===== src/pin_routing_pkg.sv =====
// shared constants for the peripheral pin routing block
package pin_routing_pkg;
    // ------------------------------------------------------------
    // register map (byte addresses, one word per register)
    // ------------------------------------------------------------
    localparam logic [7:0] ADDR_LOCK = 8'h00;
    localparam logic [7:0] ADDR_IN_BASE = 8'h40;
    localparam logic [7:0] ADDR_OUT_BASE = 8'hC0;
    localparam int SEL_W = 5;
    localparam int LOCK_BIT = 0;
    // ------------------------------------------------------------
    // keys and reset values
    // ------------------------------------------------------------
    localparam logic [7:0] KEY_FIRST = 8'h55;
    localparam logic [7:0] KEY_SECOND = 8'hAA;
    localparam logic [4:0] OUT_SEL_RESET = 5'h00;
    localparam logic [4:0] IN_SEL_RESET = 5'h00;
    // ------------------------------------------------------------
    // input codes
    // ------------------------------------------------------------
    localparam logic [4:0] IN_PORT_A_BASE = 5'h00;
    localparam logic [4:0] IN_PORT_C_BASE = 5'h10;
    localparam int PINS_PER_PORT = 6;
    // ------------------------------------------------------------
    // output source codes
    // ------------------------------------------------------------
    localparam logic [4:0] SRC_LATCH = 5'h00;
    localparam logic [4:0] SRC_PULSE_WIDTH_FIVE = 5'h02;
    localparam logic [4:0] SRC_PULSE_WIDTH_SIX = 5'h03;
    localparam logic [4:0] SRC_CELL1 = 5'h04;
    localparam logic [4:0] SRC_CELL2 = 5'h05;
    localparam logic [4:0] SRC_WAVE_A = 5'h08;
    localparam logic [4:0] SRC_WAVE_B = 5'h09;
    localparam logic [4:0] SRC_WAVE_C = 5'h0A;
    localparam logic [4:0] SRC_WAVE_D = 5'h0B;
    localparam logic [4:0] SRC_CAPTURE_COMPARE_ONE = 5'h0C;
    localparam logic [4:0] SRC_CAPTURE_COMPARE_TWO = 5'h0D;
    localparam logic [4:0] SRC_ASYNC_TX = 5'h14;
    localparam logic [4:0] SRC_SYNC_DATA = 5'h15;
    localparam logic [4:0] SRC_CMP1 = 5'h16;
    localparam logic [4:0] SRC_CMP2 = 5'h17;
    localparam logic [4:0] SRC_SER_CLK = 5'h18;
    localparam logic [4:0] SRC_SER_DATA = 5'h19;
    localparam logic [4:0] SRC_TIMER0 = 5'h1C;
    localparam logic [4:0] SRC_NCO = 5'h1D;
    localparam logic [4:0] SRC_REFCLK = 5'h1E;
    localparam logic [4:0] SRC_MOD = 5'h1F;
    // index of each source in the peripheral output vector
    localparam int PO_PULSE_WIDTH_FIVE = 0;
    localparam int PO_PULSE_WIDTH_SIX = 1;
    localparam int PO_CELL1 = 2;
    localparam int PO_CELL2 = 3;
    localparam int PO_WAVE = 4;
    localparam int PO_CAPTURE_COMPARE_ONE = 8;
    localparam int PO_CAPTURE_COMPARE_TWO = 9;
    localparam int PO_ASYNC_TX = 10;
    localparam int PO_SYNC_DATA = 11;
    localparam int PO_CMP1 = 12;
    localparam int PO_CMP2 = 13;
    localparam int PO_SER_CLK = 14;
    localparam int PO_SER_DATA = 15;
    localparam int PO_TIMER0 = 16;
    localparam int PO_NCO = 17;
    localparam int PO_REFCLK = 18;
    localparam int PO_MOD = 19;
    localparam int PO_COUNT = 20;
endpackage


===== src/routing_lock_fsm.sv =====
// lock bit with key sequence and one-shot mode
`timescale 1ns/1ps
module routing_lock_fsm
    import pin_routing_pkg::*;
(
    input wire logic clk,
    input wire logic por_n,
    input wire logic one_shot_lock_config,
    input wire logic lock_wr,
    input wire logic [7:0] lock_wdata,
    output logic routing_locked
);
    // ------------------------------------------------------------
    // key sequence states
    // ------------------------------------------------------------
    typedef enum logic [2:0] {
        KEY_IDLE = 3'b001,
        KEY_GOT1 = 3'b010,
        KEY_OPEN = 3'b100
    } key_state_t;

    key_state_t state_reg, state_next;
    logic locked_reg, locked_next;
    logic used_reg, used_next;
    logic may_change;

    // one-shot mode allows a single change per reset
    assign may_change = !(one_shot_lock_config && used_reg);

    // next state: keys must come back to back
    always_comb begin
        state_next = state_reg;
        locked_next = locked_reg;
        used_next = used_reg;
        if (lock_wr) begin
            case (state_reg)
                KEY_IDLE: state_next = (lock_wdata == KEY_FIRST) ? KEY_GOT1 : KEY_IDLE;
                KEY_GOT1: state_next = (lock_wdata == KEY_SECOND) ? KEY_OPEN :
                    ((lock_wdata == KEY_FIRST) ? KEY_GOT1 : KEY_IDLE);
                KEY_OPEN: begin
                    state_next = KEY_IDLE;
                    if (may_change && (lock_wdata[LOCK_BIT] != locked_reg)) begin
                        locked_next = lock_wdata[LOCK_BIT];
                        if (lock_wdata[LOCK_BIT]) begin
                            used_next = 1'b1;
                        end
                    end
                end
                default: state_next = KEY_IDLE;
            endcase
        end
    end

    // state registers, cleared only by power-on reset
    always_ff @(posedge clk) begin
        if (!por_n) begin
            state_reg <= KEY_IDLE;
            locked_reg <= 1'b0;
            used_reg <= 1'b0;
        end else begin
            state_reg <= state_next;
            locked_reg <= locked_next;
            used_reg <= used_next;
        end
    end

    assign routing_locked = locked_reg;

    // ------------------------------------------------------------
    // checks
    // ------------------------------------------------------------
    AST_LOCK_NEEDS_KEYS: assert property (@(posedge clk) disable iff (!por_n)
        $past(por_n) && $changed(locked_reg) |-> $past(state_reg) == KEY_OPEN && $past(lock_wr))
        else $error("lock bit changed without key sequence");
    AST_ONE_SHOT: assert property (@(posedge clk) disable iff (!por_n)
        (one_shot_lock_config && used_reg && $past(used_reg)) |-> $stable(locked_reg))
        else $error("lock bit changed twice in one-shot mode");
    AST_BAD_KEY: assert property (@(posedge clk) disable iff (!por_n)
        (state_reg == KEY_GOT1 && lock_wr && lock_wdata != KEY_SECOND) |=> state_reg != KEY_OPEN)
        else $error("sequence opened after wrong second key");
    COV_UNLOCK: cover property (@(posedge clk) disable iff (!por_n)
        locked_reg ##1 !locked_reg);
    COV_LOCK: cover property (@(posedge clk) disable iff (!por_n)
        !locked_reg ##1 locked_reg);
endmodule


===== src/pin_output_mux.sv =====
// one pin: output source select and driver enable
`timescale 1ns/1ps
module pin_output_mux
    import pin_routing_pkg::*;
(
    input wire logic [4:0] sel,
    input wire logic latch_bit,
    input wire logic dir_input,
    input wire logic [PO_COUNT-1:0] periph_out,
    input wire logic [PO_COUNT-1:0] periph_oe_n,
    output logic pin_out,
    output logic pin_oe_n
);
    logic src_val;
    logic src_owns;

    // source decode; reserved codes give low
    always_comb begin
        src_val = 1'b0;
        src_owns = 1'b0;
        case (sel)
            SRC_LATCH: src_val = latch_bit;
            SRC_PULSE_WIDTH_FIVE: src_val = periph_out[PO_PULSE_WIDTH_FIVE];
            SRC_PULSE_WIDTH_SIX: src_val = periph_out[PO_PULSE_WIDTH_SIX];
            SRC_CELL1: src_val = periph_out[PO_CELL1];
            SRC_CELL2: src_val = periph_out[PO_CELL2];
            SRC_WAVE_A, SRC_WAVE_B, SRC_WAVE_C, SRC_WAVE_D: begin
                src_val = periph_out[PO_WAVE + int'(sel[1:0])];
                src_owns = 1'b1;
            end
            SRC_CAPTURE_COMPARE_ONE: src_val = periph_out[PO_CAPTURE_COMPARE_ONE];
            SRC_CAPTURE_COMPARE_TWO: src_val = periph_out[PO_CAPTURE_COMPARE_TWO];
            SRC_ASYNC_TX: src_val = periph_out[PO_ASYNC_TX];
            SRC_SYNC_DATA: begin
                src_val = periph_out[PO_SYNC_DATA];
                src_owns = 1'b1;
            end
            SRC_CMP1: src_val = periph_out[PO_CMP1];
            SRC_CMP2: src_val = periph_out[PO_CMP2];
            SRC_SER_CLK: begin
                src_val = periph_out[PO_SER_CLK];
                src_owns = 1'b1;
            end
            SRC_SER_DATA: begin
                src_val = periph_out[PO_SER_DATA];
                src_owns = 1'b1;
            end
            SRC_TIMER0: src_val = periph_out[PO_TIMER0];
            SRC_NCO: src_val = periph_out[PO_NCO];
            SRC_REFCLK: src_val = periph_out[PO_REFCLK];
            SRC_MOD: src_val = periph_out[PO_MOD];
            default: src_val = 1'b0;
        endcase
    end

    // direction control rules unless the peripheral owns the driver
    assign pin_out = src_val;
    assign pin_oe_n = src_owns ? periph_oe_n[(sel == SRC_SER_CLK) ? PO_SER_CLK :
        (sel == SRC_SER_DATA) ? PO_SER_DATA : (sel == SRC_SYNC_DATA) ? PO_SYNC_DATA :
        PO_WAVE + int'(sel[1:0])] : dir_input;
endmodule


===== src/peripheral_pin_routing_lock.sv =====
// peripheral pin routing matrix with lock, behind a Wishbone slave
// What this block does
// - only digital signals pass the selectors
// - each peripheral input has 5-bit selector
// - codes pick port A or C pins
// - each pin has 5-bit source selector
// - code zero drives pin from latch
// - low output codes map PWM, cells, waveform, CCP
// - high output codes map serial, comparators, timers
// - direction control normally enables the driver
// - serial sources other than async tx, and waveform sources, override direction
// - locked bit blocks all selector writes
// - lock change needs 0x55 then 0xAA
// - one-shot mode allows one change per reset
// - otherwise lock may change many times
// - selectors always readable
// - sleep leaves selections alone
// - power-on reset restores defaults, clears lock
// - other resets keep the selections
// - lock flag at bit zero, rest zero
`timescale 1ns/1ps
module peripheral_pin_routing_lock
    import pin_routing_pkg::*;
#(
    parameter int N_INPUTS = 19,
    parameter int N_PINS = 12
) (
    input wire logic clk,
    input wire logic rst_n,
    input wire logic por_n,
    input wire logic one_shot_lock_config,
    input wire logic sleep_active,
    input wire logic wb_cyc_i,
    input wire logic wb_stb_i,
    input wire logic wb_we_i,
    input wire logic [7:0] wb_adr_i,
    input wire logic [31:0] wb_dat_i,
    input wire logic [3:0] wb_sel_i,
    output logic [31:0] wb_dat_o,
    output logic wb_ack_o,
    output logic wb_err_o,
    input wire logic [N_PINS-1:0] pin_in,
    input wire logic [N_PINS-1:0] port_output_latch_bit,
    input wire logic [N_PINS-1:0] pin_direction_control,
    input wire logic [PO_COUNT-1:0] periph_out,
    input wire logic [PO_COUNT-1:0] periph_oe_n,
    output logic [N_INPUTS-1:0] periph_in,
    output logic [N_PINS-1:0] pin_out,
    output logic [N_PINS-1:0] pin_oe_n,
    output logic routing_locked
);
    // ------------------------------------------------------------
    // elaboration checks
    // ------------------------------------------------------------
    initial begin
        if (N_PINS != 2 * PINS_PER_PORT || N_INPUTS < 1 ||
            N_INPUTS > int'(ADDR_OUT_BASE - ADDR_IN_BASE) / 4) begin
            $error("unsupported pin or input count");
        end
    end

    // ------------------------------------------------------------
    // bus decode
    // ------------------------------------------------------------
    logic req;
    logic wr_go;
    logic hit_lock;
    logic hit_in;
    logic hit_out;
    logic in_rgn;
    logic [5:0] word_idx;
    logic mapped;
    logic ack_reg;
    logic err_reg;
    logic [31:0] rdata_reg;
    logic [31:0] rdata_next;

    // word index within a region
    function automatic logic [5:0] region_index(input logic [7:0] adr, input logic [7:0] base);
        logic [7:0] off;
        off = adr - base;
        return off[7:2];
    endfunction

    assign req = wb_cyc_i && wb_stb_i && !ack_reg && !err_reg;
    // input selectors span the two middle quarters, so more than sixteen fit
    assign in_rgn = wb_adr_i >= ADDR_IN_BASE && wb_adr_i < ADDR_OUT_BASE;
    assign word_idx = in_rgn ? region_index(wb_adr_i, ADDR_IN_BASE) :
        region_index(wb_adr_i, ADDR_OUT_BASE);
    assign hit_lock = wb_adr_i == ADDR_LOCK;
    assign hit_in = in_rgn && wb_adr_i[1:0] == 2'b00 && int'(word_idx) < N_INPUTS;
    assign hit_out = wb_adr_i >= ADDR_OUT_BASE && wb_adr_i[1:0] == 2'b00 &&
        int'(word_idx) < N_PINS;
    assign mapped = hit_lock || hit_in || hit_out;
    assign wr_go = req && mapped && wb_we_i && wb_sel_i[0];

    // ------------------------------------------------------------
    // lock control
    // ------------------------------------------------------------
    logic lock_wr;
    assign lock_wr = wr_go && hit_lock;

    routing_lock_fsm u_lock (
        .clk(clk),
        .por_n(por_n),
        .one_shot_lock_config(one_shot_lock_config),
        .lock_wr(lock_wr),
        .lock_wdata(wb_dat_i[7:0]),
        .routing_locked(routing_locked)
    );

    // ------------------------------------------------------------
    // selector registers, power-on reset only; sleep has no effect
    // ------------------------------------------------------------
    logic [4:0] in_sel_reg [N_INPUTS];
    logic [4:0] out_sel_reg [N_PINS];
    logic sel_wr_ok;
    assign sel_wr_ok = wr_go && !routing_locked;

    genvar gi;
    generate
        for (gi = 0; gi < N_INPUTS; gi++) begin : g_in
            // input selector and its pin decode
            always_ff @(posedge clk) begin
                if (!por_n) begin
                    in_sel_reg[gi] <= IN_SEL_RESET;
                end else if (sel_wr_ok && hit_in && int'(word_idx) == gi) begin
                    in_sel_reg[gi] <= wb_dat_i[SEL_W-1:0];
                end
            end
            logic [4:0] code;
            logic [3:0] low;
            logic valid_a;
            logic valid_c;
            assign code = in_sel_reg[gi];
            assign low = {1'b0, code[2:0]};
            assign valid_a = code[4:3] == IN_PORT_A_BASE[4:3] && int'(low) < PINS_PER_PORT;
            assign valid_c = code[4:3] == IN_PORT_C_BASE[4:3] && int'(low) < PINS_PER_PORT;
            // reserved codes give a low input; digital pins only
            assign periph_in[gi] = valid_a ? pin_in[int'(low)] :
                valid_c ? pin_in[PINS_PER_PORT + int'(low)] : 1'b0;
        end
        for (gi = 0; gi < N_PINS; gi++) begin : g_out
            always_ff @(posedge clk) begin
                if (!por_n) begin
                    out_sel_reg[gi] <= OUT_SEL_RESET;
                end else if (sel_wr_ok && hit_out && int'(word_idx) == gi) begin
                    out_sel_reg[gi] <= wb_dat_i[SEL_W-1:0];
                end
            end
            pin_output_mux u_mux (
                .sel(out_sel_reg[gi]),
                .latch_bit(port_output_latch_bit[gi]),
                .dir_input(pin_direction_control[gi]),
                .periph_out(periph_out),
                .periph_oe_n(periph_oe_n),
                .pin_out(pin_out[gi]),
                .pin_oe_n(pin_oe_n[gi])
            );
        end
    endgenerate

    // ------------------------------------------------------------
    // read mux: selectors always readable
    // ------------------------------------------------------------
    always_comb begin
        rdata_next = 32'h0000_0000;
        if (hit_lock) begin
            rdata_next[LOCK_BIT] = routing_locked;
        end else if (hit_in) begin
            rdata_next[SEL_W-1:0] = in_sel_reg[int'(word_idx) % N_INPUTS];
        end else if (hit_out) begin
            rdata_next[SEL_W-1:0] = out_sel_reg[int'(word_idx) % N_PINS];
        end
    end

    // one-cycle ack or error, data registered
    always_ff @(posedge clk) begin
        if (!rst_n) begin
            ack_reg <= 1'b0;
            err_reg <= 1'b0;
            rdata_reg <= 32'h0000_0000;
        end else begin
            ack_reg <= req && mapped;
            err_reg <= req && !mapped;
            if (req && !wb_we_i) begin
                rdata_reg <= rdata_next;
            end
        end
    end

    assign wb_ack_o = ack_reg;
    assign wb_err_o = err_reg;
    assign wb_dat_o = rdata_reg;

    // ------------------------------------------------------------
    // checks
    // ------------------------------------------------------------
    AST_LOCKED_NO_WRITE: assert property (@(posedge clk) disable iff (!por_n)
        (routing_locked && wr_go && hit_out && word_idx == 6'h00) |=> $stable(out_sel_reg[0]))
        else $error("selector changed while locked");
    AST_WRITE_TAKES: assert property (@(posedge clk) disable iff (!por_n)
        (!routing_locked && wr_go && hit_out && word_idx == 6'h00)
        |=> out_sel_reg[0] == $past(wb_dat_i[4:0]))
        else $error("selector write not stored");
    AST_ACK_ONE: assert property (@(posedge clk) disable iff (!rst_n)
        wb_ack_o |=> !wb_ack_o)
        else $error("ack held two cycles");
    AST_LATCH_DEFAULT: assert property (@(posedge clk) disable iff (!por_n)
        out_sel_reg[0] == SRC_LATCH |-> pin_out[0] == port_output_latch_bit[0] &&
        pin_oe_n[0] == pin_direction_control[0])
        else $error("latch source not routed");
    AST_READ_ZERO_HIGH: assert property (@(posedge clk) disable iff (!rst_n)
        wb_ack_o |-> wb_dat_o[31:5] == 27'h0)
        else $error("unused read bits not zero");
    AST_INPUT_PORT_C: assert property (@(posedge clk) disable iff (!por_n)
        in_sel_reg[0] == 5'h10 |-> periph_in[0] == pin_in[PINS_PER_PORT])
        else $error("port c input not routed");
    AST_SLEEP_STABLE: assert property (@(posedge clk) disable iff (!por_n)
        (sleep_active && !wr_go) |=> $stable(out_sel_reg[0]) && $stable(in_sel_reg[0]))
        else $error("selection changed in sleep");
    AST_SOFT_RESET_KEEPS: assert property (@(posedge clk) disable iff (!por_n)
        (!rst_n && !wr_go) |=> $stable(out_sel_reg[0]))
        else $error("soft reset changed selection");
    COV_READ: cover property (@(posedge clk) wb_ack_o && !wb_we_i && hit_out);
    COV_ERR: cover property (@(posedge clk) wb_err_o);
    COV_PERIPH: cover property (@(posedge clk) out_sel_reg[0] == SRC_SER_CLK);
endmodule


===== config.mk =====
export PLATFORM = sky130hd
export DESIGN_NAME = peripheral_pin_routing_lock
export DESIGN_NICKNAME = d
export VERILOG_FILES = /design/src/pin_routing_pkg.sv /design/src/routing_lock_fsm.sv /design/src/pin_output_mux.sv /design/src/peripheral_pin_routing_lock.sv
export SDC_FILE = /design/constraint.sdc
export NUM_CORES = 1
export LEC_CHECK = 0
export BUFFER_PORTS_ARGS = -buffer_cell sky130_fd_sc_hd__buf_4
export CORE_MARGIN = 8
export CORE_UTILIZATION = 55
export CTS_CLUSTER_SIZE = 14
export DETAILED_ROUTE_END_ITERATION = 12
export HOLD_SLACK_MARGIN = 0.06
export PLACE_DENSITY_LB_ADDON = 0.15
export SYNTH_ARGS = -nofsm -noshare
export SYNTH_HDL_FRONTEND = slang
export SYNTH_SLANG_ARGS = --single-unit
export TNS_END_PERCENT = 20

===== constraint.sdc =====
create_clock -name clk -period 9.1 [get_ports clk]
set_input_delay 0.455 -clock clk [delete_from_list [all_inputs] [get_ports clk]]
set_output_delay 0.455 -clock clk [all_outputs]
set_load 0.05 [all_outputs]

==> impl_metrics.ini, run 1 <==
[run_status]
outcome = finished clean

[synthesis]
ys.flop_type = edfxtp_1
synth_cells = 1678
ys_seq_elements = 167
synthesis.area_sq_mm = 0.01627
ys_seq_area_share_pct = 30.08
postSynthAreaPerCell_sq_um = 9.699
ys_warn_count = 0
synth_edf_count = 155
synthTopCellsByArea = edfxtp_1, mux4_2, mux2i_1
postSynth.asyncResetShare_pct = 0
synth_top_area_cell = edfxtp_1
synth_cell_types = 70
synth.top_cell.area_share_pct = 28.60

[route]
vias_per_cell = 6.897
drtPass1Iterations = 6
ant_nets = 0
post-route-drc-count = 0
drt-total-wl_um = 50850
num_vias = 13856
wl_per_cell_um = 25.31
first_iter_violations = 1760

[power_and_ir_drop]
p_leak_uw = 0.006018
finalPower_uw = 2143
p_per_area_mw_per_mm2 = 123.8
peakVddDrop_uv = 104.8

[placed_design]
dp_hpwl_um = 34530
gp_congestion = 0.9081
io_buffers = 137

[clocking]
ctsRootBufferMaster = clkbuf_16
clock_latency_ps = 450
cts_buffer_depth = 2
clk_pin_slew_worst_paths_ps = 70
cts_tree = done
cts_max_level = 4
cts_resized = 0
cts_hold_buffers = 0
cts.sinks = 167
post-cts-setup-buffers = 0
numCtsBuffers = 17

[setup_path]
rr_startpoint = wb_err_o
start_kind = primary input
r2r_cells = 5
r2r_end = in_sel_reg[4][0]
worstPathArrival_ps = 3940
worst-setup-path-type = in2reg
crit_required_ps = 9480
worstSetupEndpointType = flip-flop
path_max_fanout = 36
rrSetupSlack_ps = 6300

[layout]
largest_reg_flops = 95
final_nets = 1779
area_delta_synth_final_pct = 6.366
antenna_cells = 0
drive_above_1_share_pct = 21.68

[timing]
final_max_slew_viol_count = 0
worst_slew_pin_slew_ps = 1283
setup_tns_ps = 0
clock.fmax_mhz = 281.1
setup_viol = 0
post-route-period-util_pct = 39.09
fin_skew_ps = 11.76
max_slew_margin_pct = 13.88
rsz0062_at_grt = no
layout_min_cycle_time_ps = 3557
hold_viol_final = 0

[global_routing]
grt_max_degree = 49
grt_antenna_before_repair = 0
grt_pass1_vias = 13211
grt_pass1_wl_um = 77710
grt_usage_pct = 27.94
overflow = 0

[die]
die_w_um = 188.0
ios = 206
floorplan.initialDensity_pct = 55.35
fp.coreArea_sq_mm = 0.02940
die-area_sq_mm = 0.03535
die_h_um = 188.0
rows = 63

[worst_hold_path]
worstHoldStart = rst_n
whs_endpoint = wb_err_o
min_path_cells = 3
hold_class = in2reg

[run]
drv_cap = 0
power breakdown:
| part | switching [uW] | leakage, uW | internal [uW] | total [uW] |
|---|---|---|---|---|
| sequential | 43.6 | 0.00176 | 855 | 898 |
| combinational | 319 | 0.00398 | 207 | 526 |
| clock | 352 | 0.000282 | 366 | 718 |
kinds of logic (layout without fill, tap and decap cells):
| family | count (synthesis) | count (layout) | synth area share (%) |
|---|---|---|---|
| AO/OA/AOI/OAI | 321 | 321 | 13.35 |
| XOR/XNOR | 3 | 3 | 0.1615 |
| adder cells (fa/ha/maj) | 45 | 45 | 3.460 |
| buffers and inverters | 318 | 233 | 8.649 |
| flip-flops | 167 | 167 | 30.08 |
| multiplexers | 264 | 264 | 28.05 |
| other | 1 | 27 | 0.02304 |
| AND/OR/NAND/NOR | 559 | 559 | 16.24 |
critical path: stages:
cell and delay, ps:
buf_4 470, ha_1 380, o32a_1 580, mux2i_4 980
a21oi_1 170, a221o_1 440, a32o_1 310, o21ai_2 110
per-layer routing:
layer	global-route usage (%)	wire, um	part of all wire [%]	up-vias
met4	8.697	1268	2.5	0
met5	0	0	0	-
met2	42.40	23250	46	914
met3	6.612	6149	12	130
li1	-	-	-	6066
met1	39.10	20180	40	6746
Yosys cell counts (all sizes together) (3+ instances only):
cell and count:
or3 5, nand2b 17, mux2i 88, a22o 3, o31ai 7, a221o 6
o22a 3, a311oi 3, nor2b 19, ha 45, nand2 126, nor3b 9
o2111ai 7, a221oi 16, a32oi 7, mux4 150, o21ai 67, inv 63
dfxtp 12, nor4 4, o221ai 11, nand4 9, a21oi 63, a2111oi 20
nand3b 10, a211oi 25, and2 64, nand3 46, buf 69, edfxtp 155
o22ai 7, o21a 4, o211ai 15, a21boi 8, nor3 30, a31oi 24
mux2 26, a22oi 11, nor4bb 4, clkbuf 186, nor2 205
metrics by stage:
step	hold slack, ps	setup slack, ps	instance area (sq um)	instances	util (%)
after global routing	317.7	5454	17310	2009	58.87
after global placement	452.7	5249	16720	1977	56.88
after floorplan	440.5	4809	16370	1704	-
final	319.0	5543	17310	2009	58.87
after CTS	296.1	5685	17310	2009	58.87
after detailed placement	457.4	5219	16720	1977	56.88
area by class of cell:
type	count	area (sq um)
fill	2492	12090
multi-input combinational	1219	10070
sequential	167	4895
timing repair buffer	138	1036
tap	390	488.0
clock buffer	17	425.4
inverter	63	236.5
clock inverter	15	160.2
placed cells by master (no fill, tap or decap), types with 15 or more instances in the layout:
cell type / Yosys / routed
nor2_1: 205 / 205
o211ai_1: 15 / 15
and2_1: 64 / 64
inv_1: 63 / 63
buf_4: 52 / 138
edfxtp_1: 155 / 155
a21oi_1: 63 / 63
clkbuf_16: 0 / 17
mux2_2: 26 / 26
nand2_1: 126 / 126
ha_1: 45 / 45
a211oi_1: 25 / 25
o21ai_0: 65 / 65
a31oi_1: 24 / 24
nor2b_1: 19 / 19
a221oi_1: 16 / 16
nand2b_1: 17 / 17
mux2i_1: 87 / 87
mux4_2: 150 / 150
nor3_1: 29 / 29
a2111oi_0: 20 / 20
conb_1: 1 / 27
nand3_1: 46 / 46
worst max path at each step:
stage | end | start | depth (start not counted)
6_report | wb_dat_o[3] | wb_adr_i[3] | 8
5_1_grt | wb_dat_o[4] | wb_adr_i[3] | 8
4_1_cts | wb_dat_o[3] | wb_adr_i[3] | 8
3_5_place_dp | wb_dat_o[3] | wb_adr_i[3] | 8
3_3_place_gp | wb_dat_o[3] | wb_adr_i[3] | 8
2_1_floorplan | periph_in[10] | pin_in[3] | 6
Power figures use the tool's default switching activity.
==> inputs of run 2 (changes only) <==
- ABC_AREA: default -> 1
- clock period: 9.1 -> 3.36 ns (I/O delays scaled with it)
==> run 2 against run 1 <==
Synthesized cell count up 37%. Cell count up 37%. Worst setup slack lost 4900 ps. Non-clock buffer count increased by 52. Largest cell class unchanged. Combinational power grew to 3.1 times the previous value. Sequential cell count unchanged. Die area shrank 0.32%. Via count up 28%. Worst hold slack worse by 240 ps. Sequential power increased to 2.7 times the previous value. Register-to-register slack worse by 5200 ps. Design area up 3.0%.
==> impl_metrics.ini, run 2 <==
[clocking]
clk_pin_slew_worst_paths_ps = 70
cts_max_level = 4
ctsRootBufferMaster = clkbuf_16
cts_resized = 0
clock_latency_ps = 440
cts_tree = done
post-cts-setup-buffers = 0
numCtsBuffers = 17
cts_hold_buffers = 2
cts_buffer_depth = 2
cts.sinks = 167

[route]
post-route-drc-count = 0
vias_per_cell = 6.450
num_vias = 17704
ant_nets = 0
drtPass1Iterations = 6
wl_per_cell_um = 21.89
drt-total-wl_um = 60080
first_iter_violations = 2523

[layout]
final_cell_mix = nor2_1, nand2_1, inv_1, buf_4, o21ai_0
final_nets = 2513
regArea_sq_mm = 0.004895
finalInstanceArea_sq_mm = 0.01783
largest_reg_flops = 95
multi_input_area_sq_mm = 0.009435
nFillCells = 2735
area_delta_synth_final_pct = 9.976
final_common_cell = nor2_1
drive_above_1_share_pct = 12.41

[setup_path]
crit_required_ps = 3190
rrSetupSlack_ps = 1070
worst-setup-path-type = reg2out
path_max_fanout = 11
r2r_cells = 11
start_kind = flip-flop
worstPathArrival_ps = 2590
worstSetupEndpointType = output port

[timing]
clock.fmax_mhz = 362.4
setup_viol = 0
post-route-period-util_pct = 82.12
worst_slew_pin_slew_ps = 939.6
final_max_slew_viol_count = 0
max_slew_margin_pct = 37.27
rsz0062_at_grt = no
hold_slack_ps = 76.61
fin_skew_ps = 7.937
hold_viol_final = 0
setup_tns_ps = 0
fin_ws_ps = 600.8
layout_min_cycle_time_ps = 2759

[worst_hold_path]
min_path_cells = 4
hold_class = in2reg

[synthesis]
postSynth.asyncResetShare_pct = 0
synthTopCellsByArea = edfxtp_1, nor2_1, nand2_1
postSynthAreaPerCell_sq_um = 7.069
synth_top_area_cell = edfxtp_1
synth.top_cells.by_count = nor2_1, nand2_1, inv_1, o21ai_0, edfxtp_1
synth_cells = 2294
synthesis.area_sq_mm = 0.01622
synth_edf_count = 155
synth_cell_types = 56
ys_seq_area_share_pct = 30.18
ys_warn_count = 0
ys.flop_type = edfxtp_1
synth_most_common_cell = nor2_1
synth.top_cell.area_share_pct = 28.70
ys_seq_elements = 167

[power_and_ir_drop]
peakVddDrop_uv = 354.6
p_per_area_mw_per_mm2 = 329.8
p_leak_uw = 0.007231
finalPower_uw = 5882

[placed_design]
dpl_worst_slack_ps = 586.1
gp_congestion = 0.9878
place_area_sq_mm = 0.01728
io_buffers = 138
dp_hpwl_um = 43000

[global_routing]
grt_pass1_vias = 16511
grt_usage_pct = 32.48
overflow = 0
grt_pass1_wl_um = 91090
grt_max_degree = 64
grt_antenna_before_repair = 2

[die]
die-area_sq_mm = 0.03524
die_w_um = 187.7
floorplan.initialDensity_pct = 55.30
die_h_um = 187.7
ios = 206
rows = 63
fp.coreArea_sq_mm = 0.02932

[run]
drv_cap = 0

[run_status]
outcome = finished clean
## run 2: cell count changes after synthesis, sizes merged, moves of 24 or more
| cell | previous run | this run |
|---|---|---|
| and2 | 64 | 0 |
| clkbuf | 186 | 121 |
| nor2 | 205 | 378 |
| nand2 | 126 | 309 |
| mux4 | 150 | 0 |
| a21oi | 63 | 112 |
| mux2 | 26 | 0 |
| a211oi | 25 | 1 |
| o22ai | 7 | 108 |
| o211ai | 15 | 71 |
| nand3 | 46 | 169 |
| inv | 63 | 267 |
| o21ai | 67 | 177 |
## run 2: path summary, 6_finish.rpt
check,from,endpoint
worst max-delay path,out_sel_reg[7][0],pin_out[7]
worst min-delay path,wb_dat_i[6],u_lock.state_reg[2]
worst max register to register,wb_ack_o,in_sel_reg[12][2]
worst min register to register,u_lock.used_reg,u_lock.used_reg
## run 2: layout make-up
type	instances	area share [%]
Antenna cell	2	0.02806
Clock buffer	18	2.406
Clock inverter	14	0.5823
Inverter	279	5.872
Multi-Input combinational cell	1685	52.90
Sequential cell	167	27.44
Tap cell	390	2.736
Timing Repair Buffer	190	8.026
## run 2: stage by stage
step	std cells	util, %
after floorplan	2320	-
after global placement	2709	58.92
after detailed placement	2709	58.92
after CTS	2743	60.80
after global routing	2745	60.82
final	2745	60.82
## run 2: where the power goes
| group | leakage [uW] | switching, uW | internal, uW |
|---|---|---|---|
| Sequential | 0.00171 | 120 | 2330 |
| Clock | 0.000253 | 860 | 948 |
| Combinational | 0.00526 | 1130 | 499 |
| Total | 0.00723 | 2110 | 3770 |
## run 2: cells by family (layout without fill, tap and decap cells)
family | Yosys count | in the layout | synth area share, %
other | 1 | 29 | 0.02312
XOR/XNOR | 3 | 3 | 0.1621
AND/OR/NAND/NOR | 918 | 918 | 25.19
adder cells (fa/ha/maj) | 45 | 45 | 3.472
buffers and inverters | 468 | 501 | 12.24
AO/OA/AOI/OAI | 616 | 616 | 24.04
flip-flops | 167 | 167 | 30.18
multiplexers | 76 | 76 | 4.691
## run 2: per-layer routing
metal / vias to the layer above / part of all wire [%] / GRT usage [%]
li1: 8058 / - / -
met1: 8267 / 41 / 44.29
met2: 1189 / 43 / 48.55
met3: 190 / 13 / 8.321
met4: 0 / 3.5 / 12.91
met5: - / 0 / 0
## run 2: critical path: stages (launching register included)
cell      delay, ps
edfxtp_1        670
inv_1           210
nand2_1         180
nor3_1           70
a22oi_1         170
nand2_1          70
nor4_1          340
nand4_1         190
buf_4           240
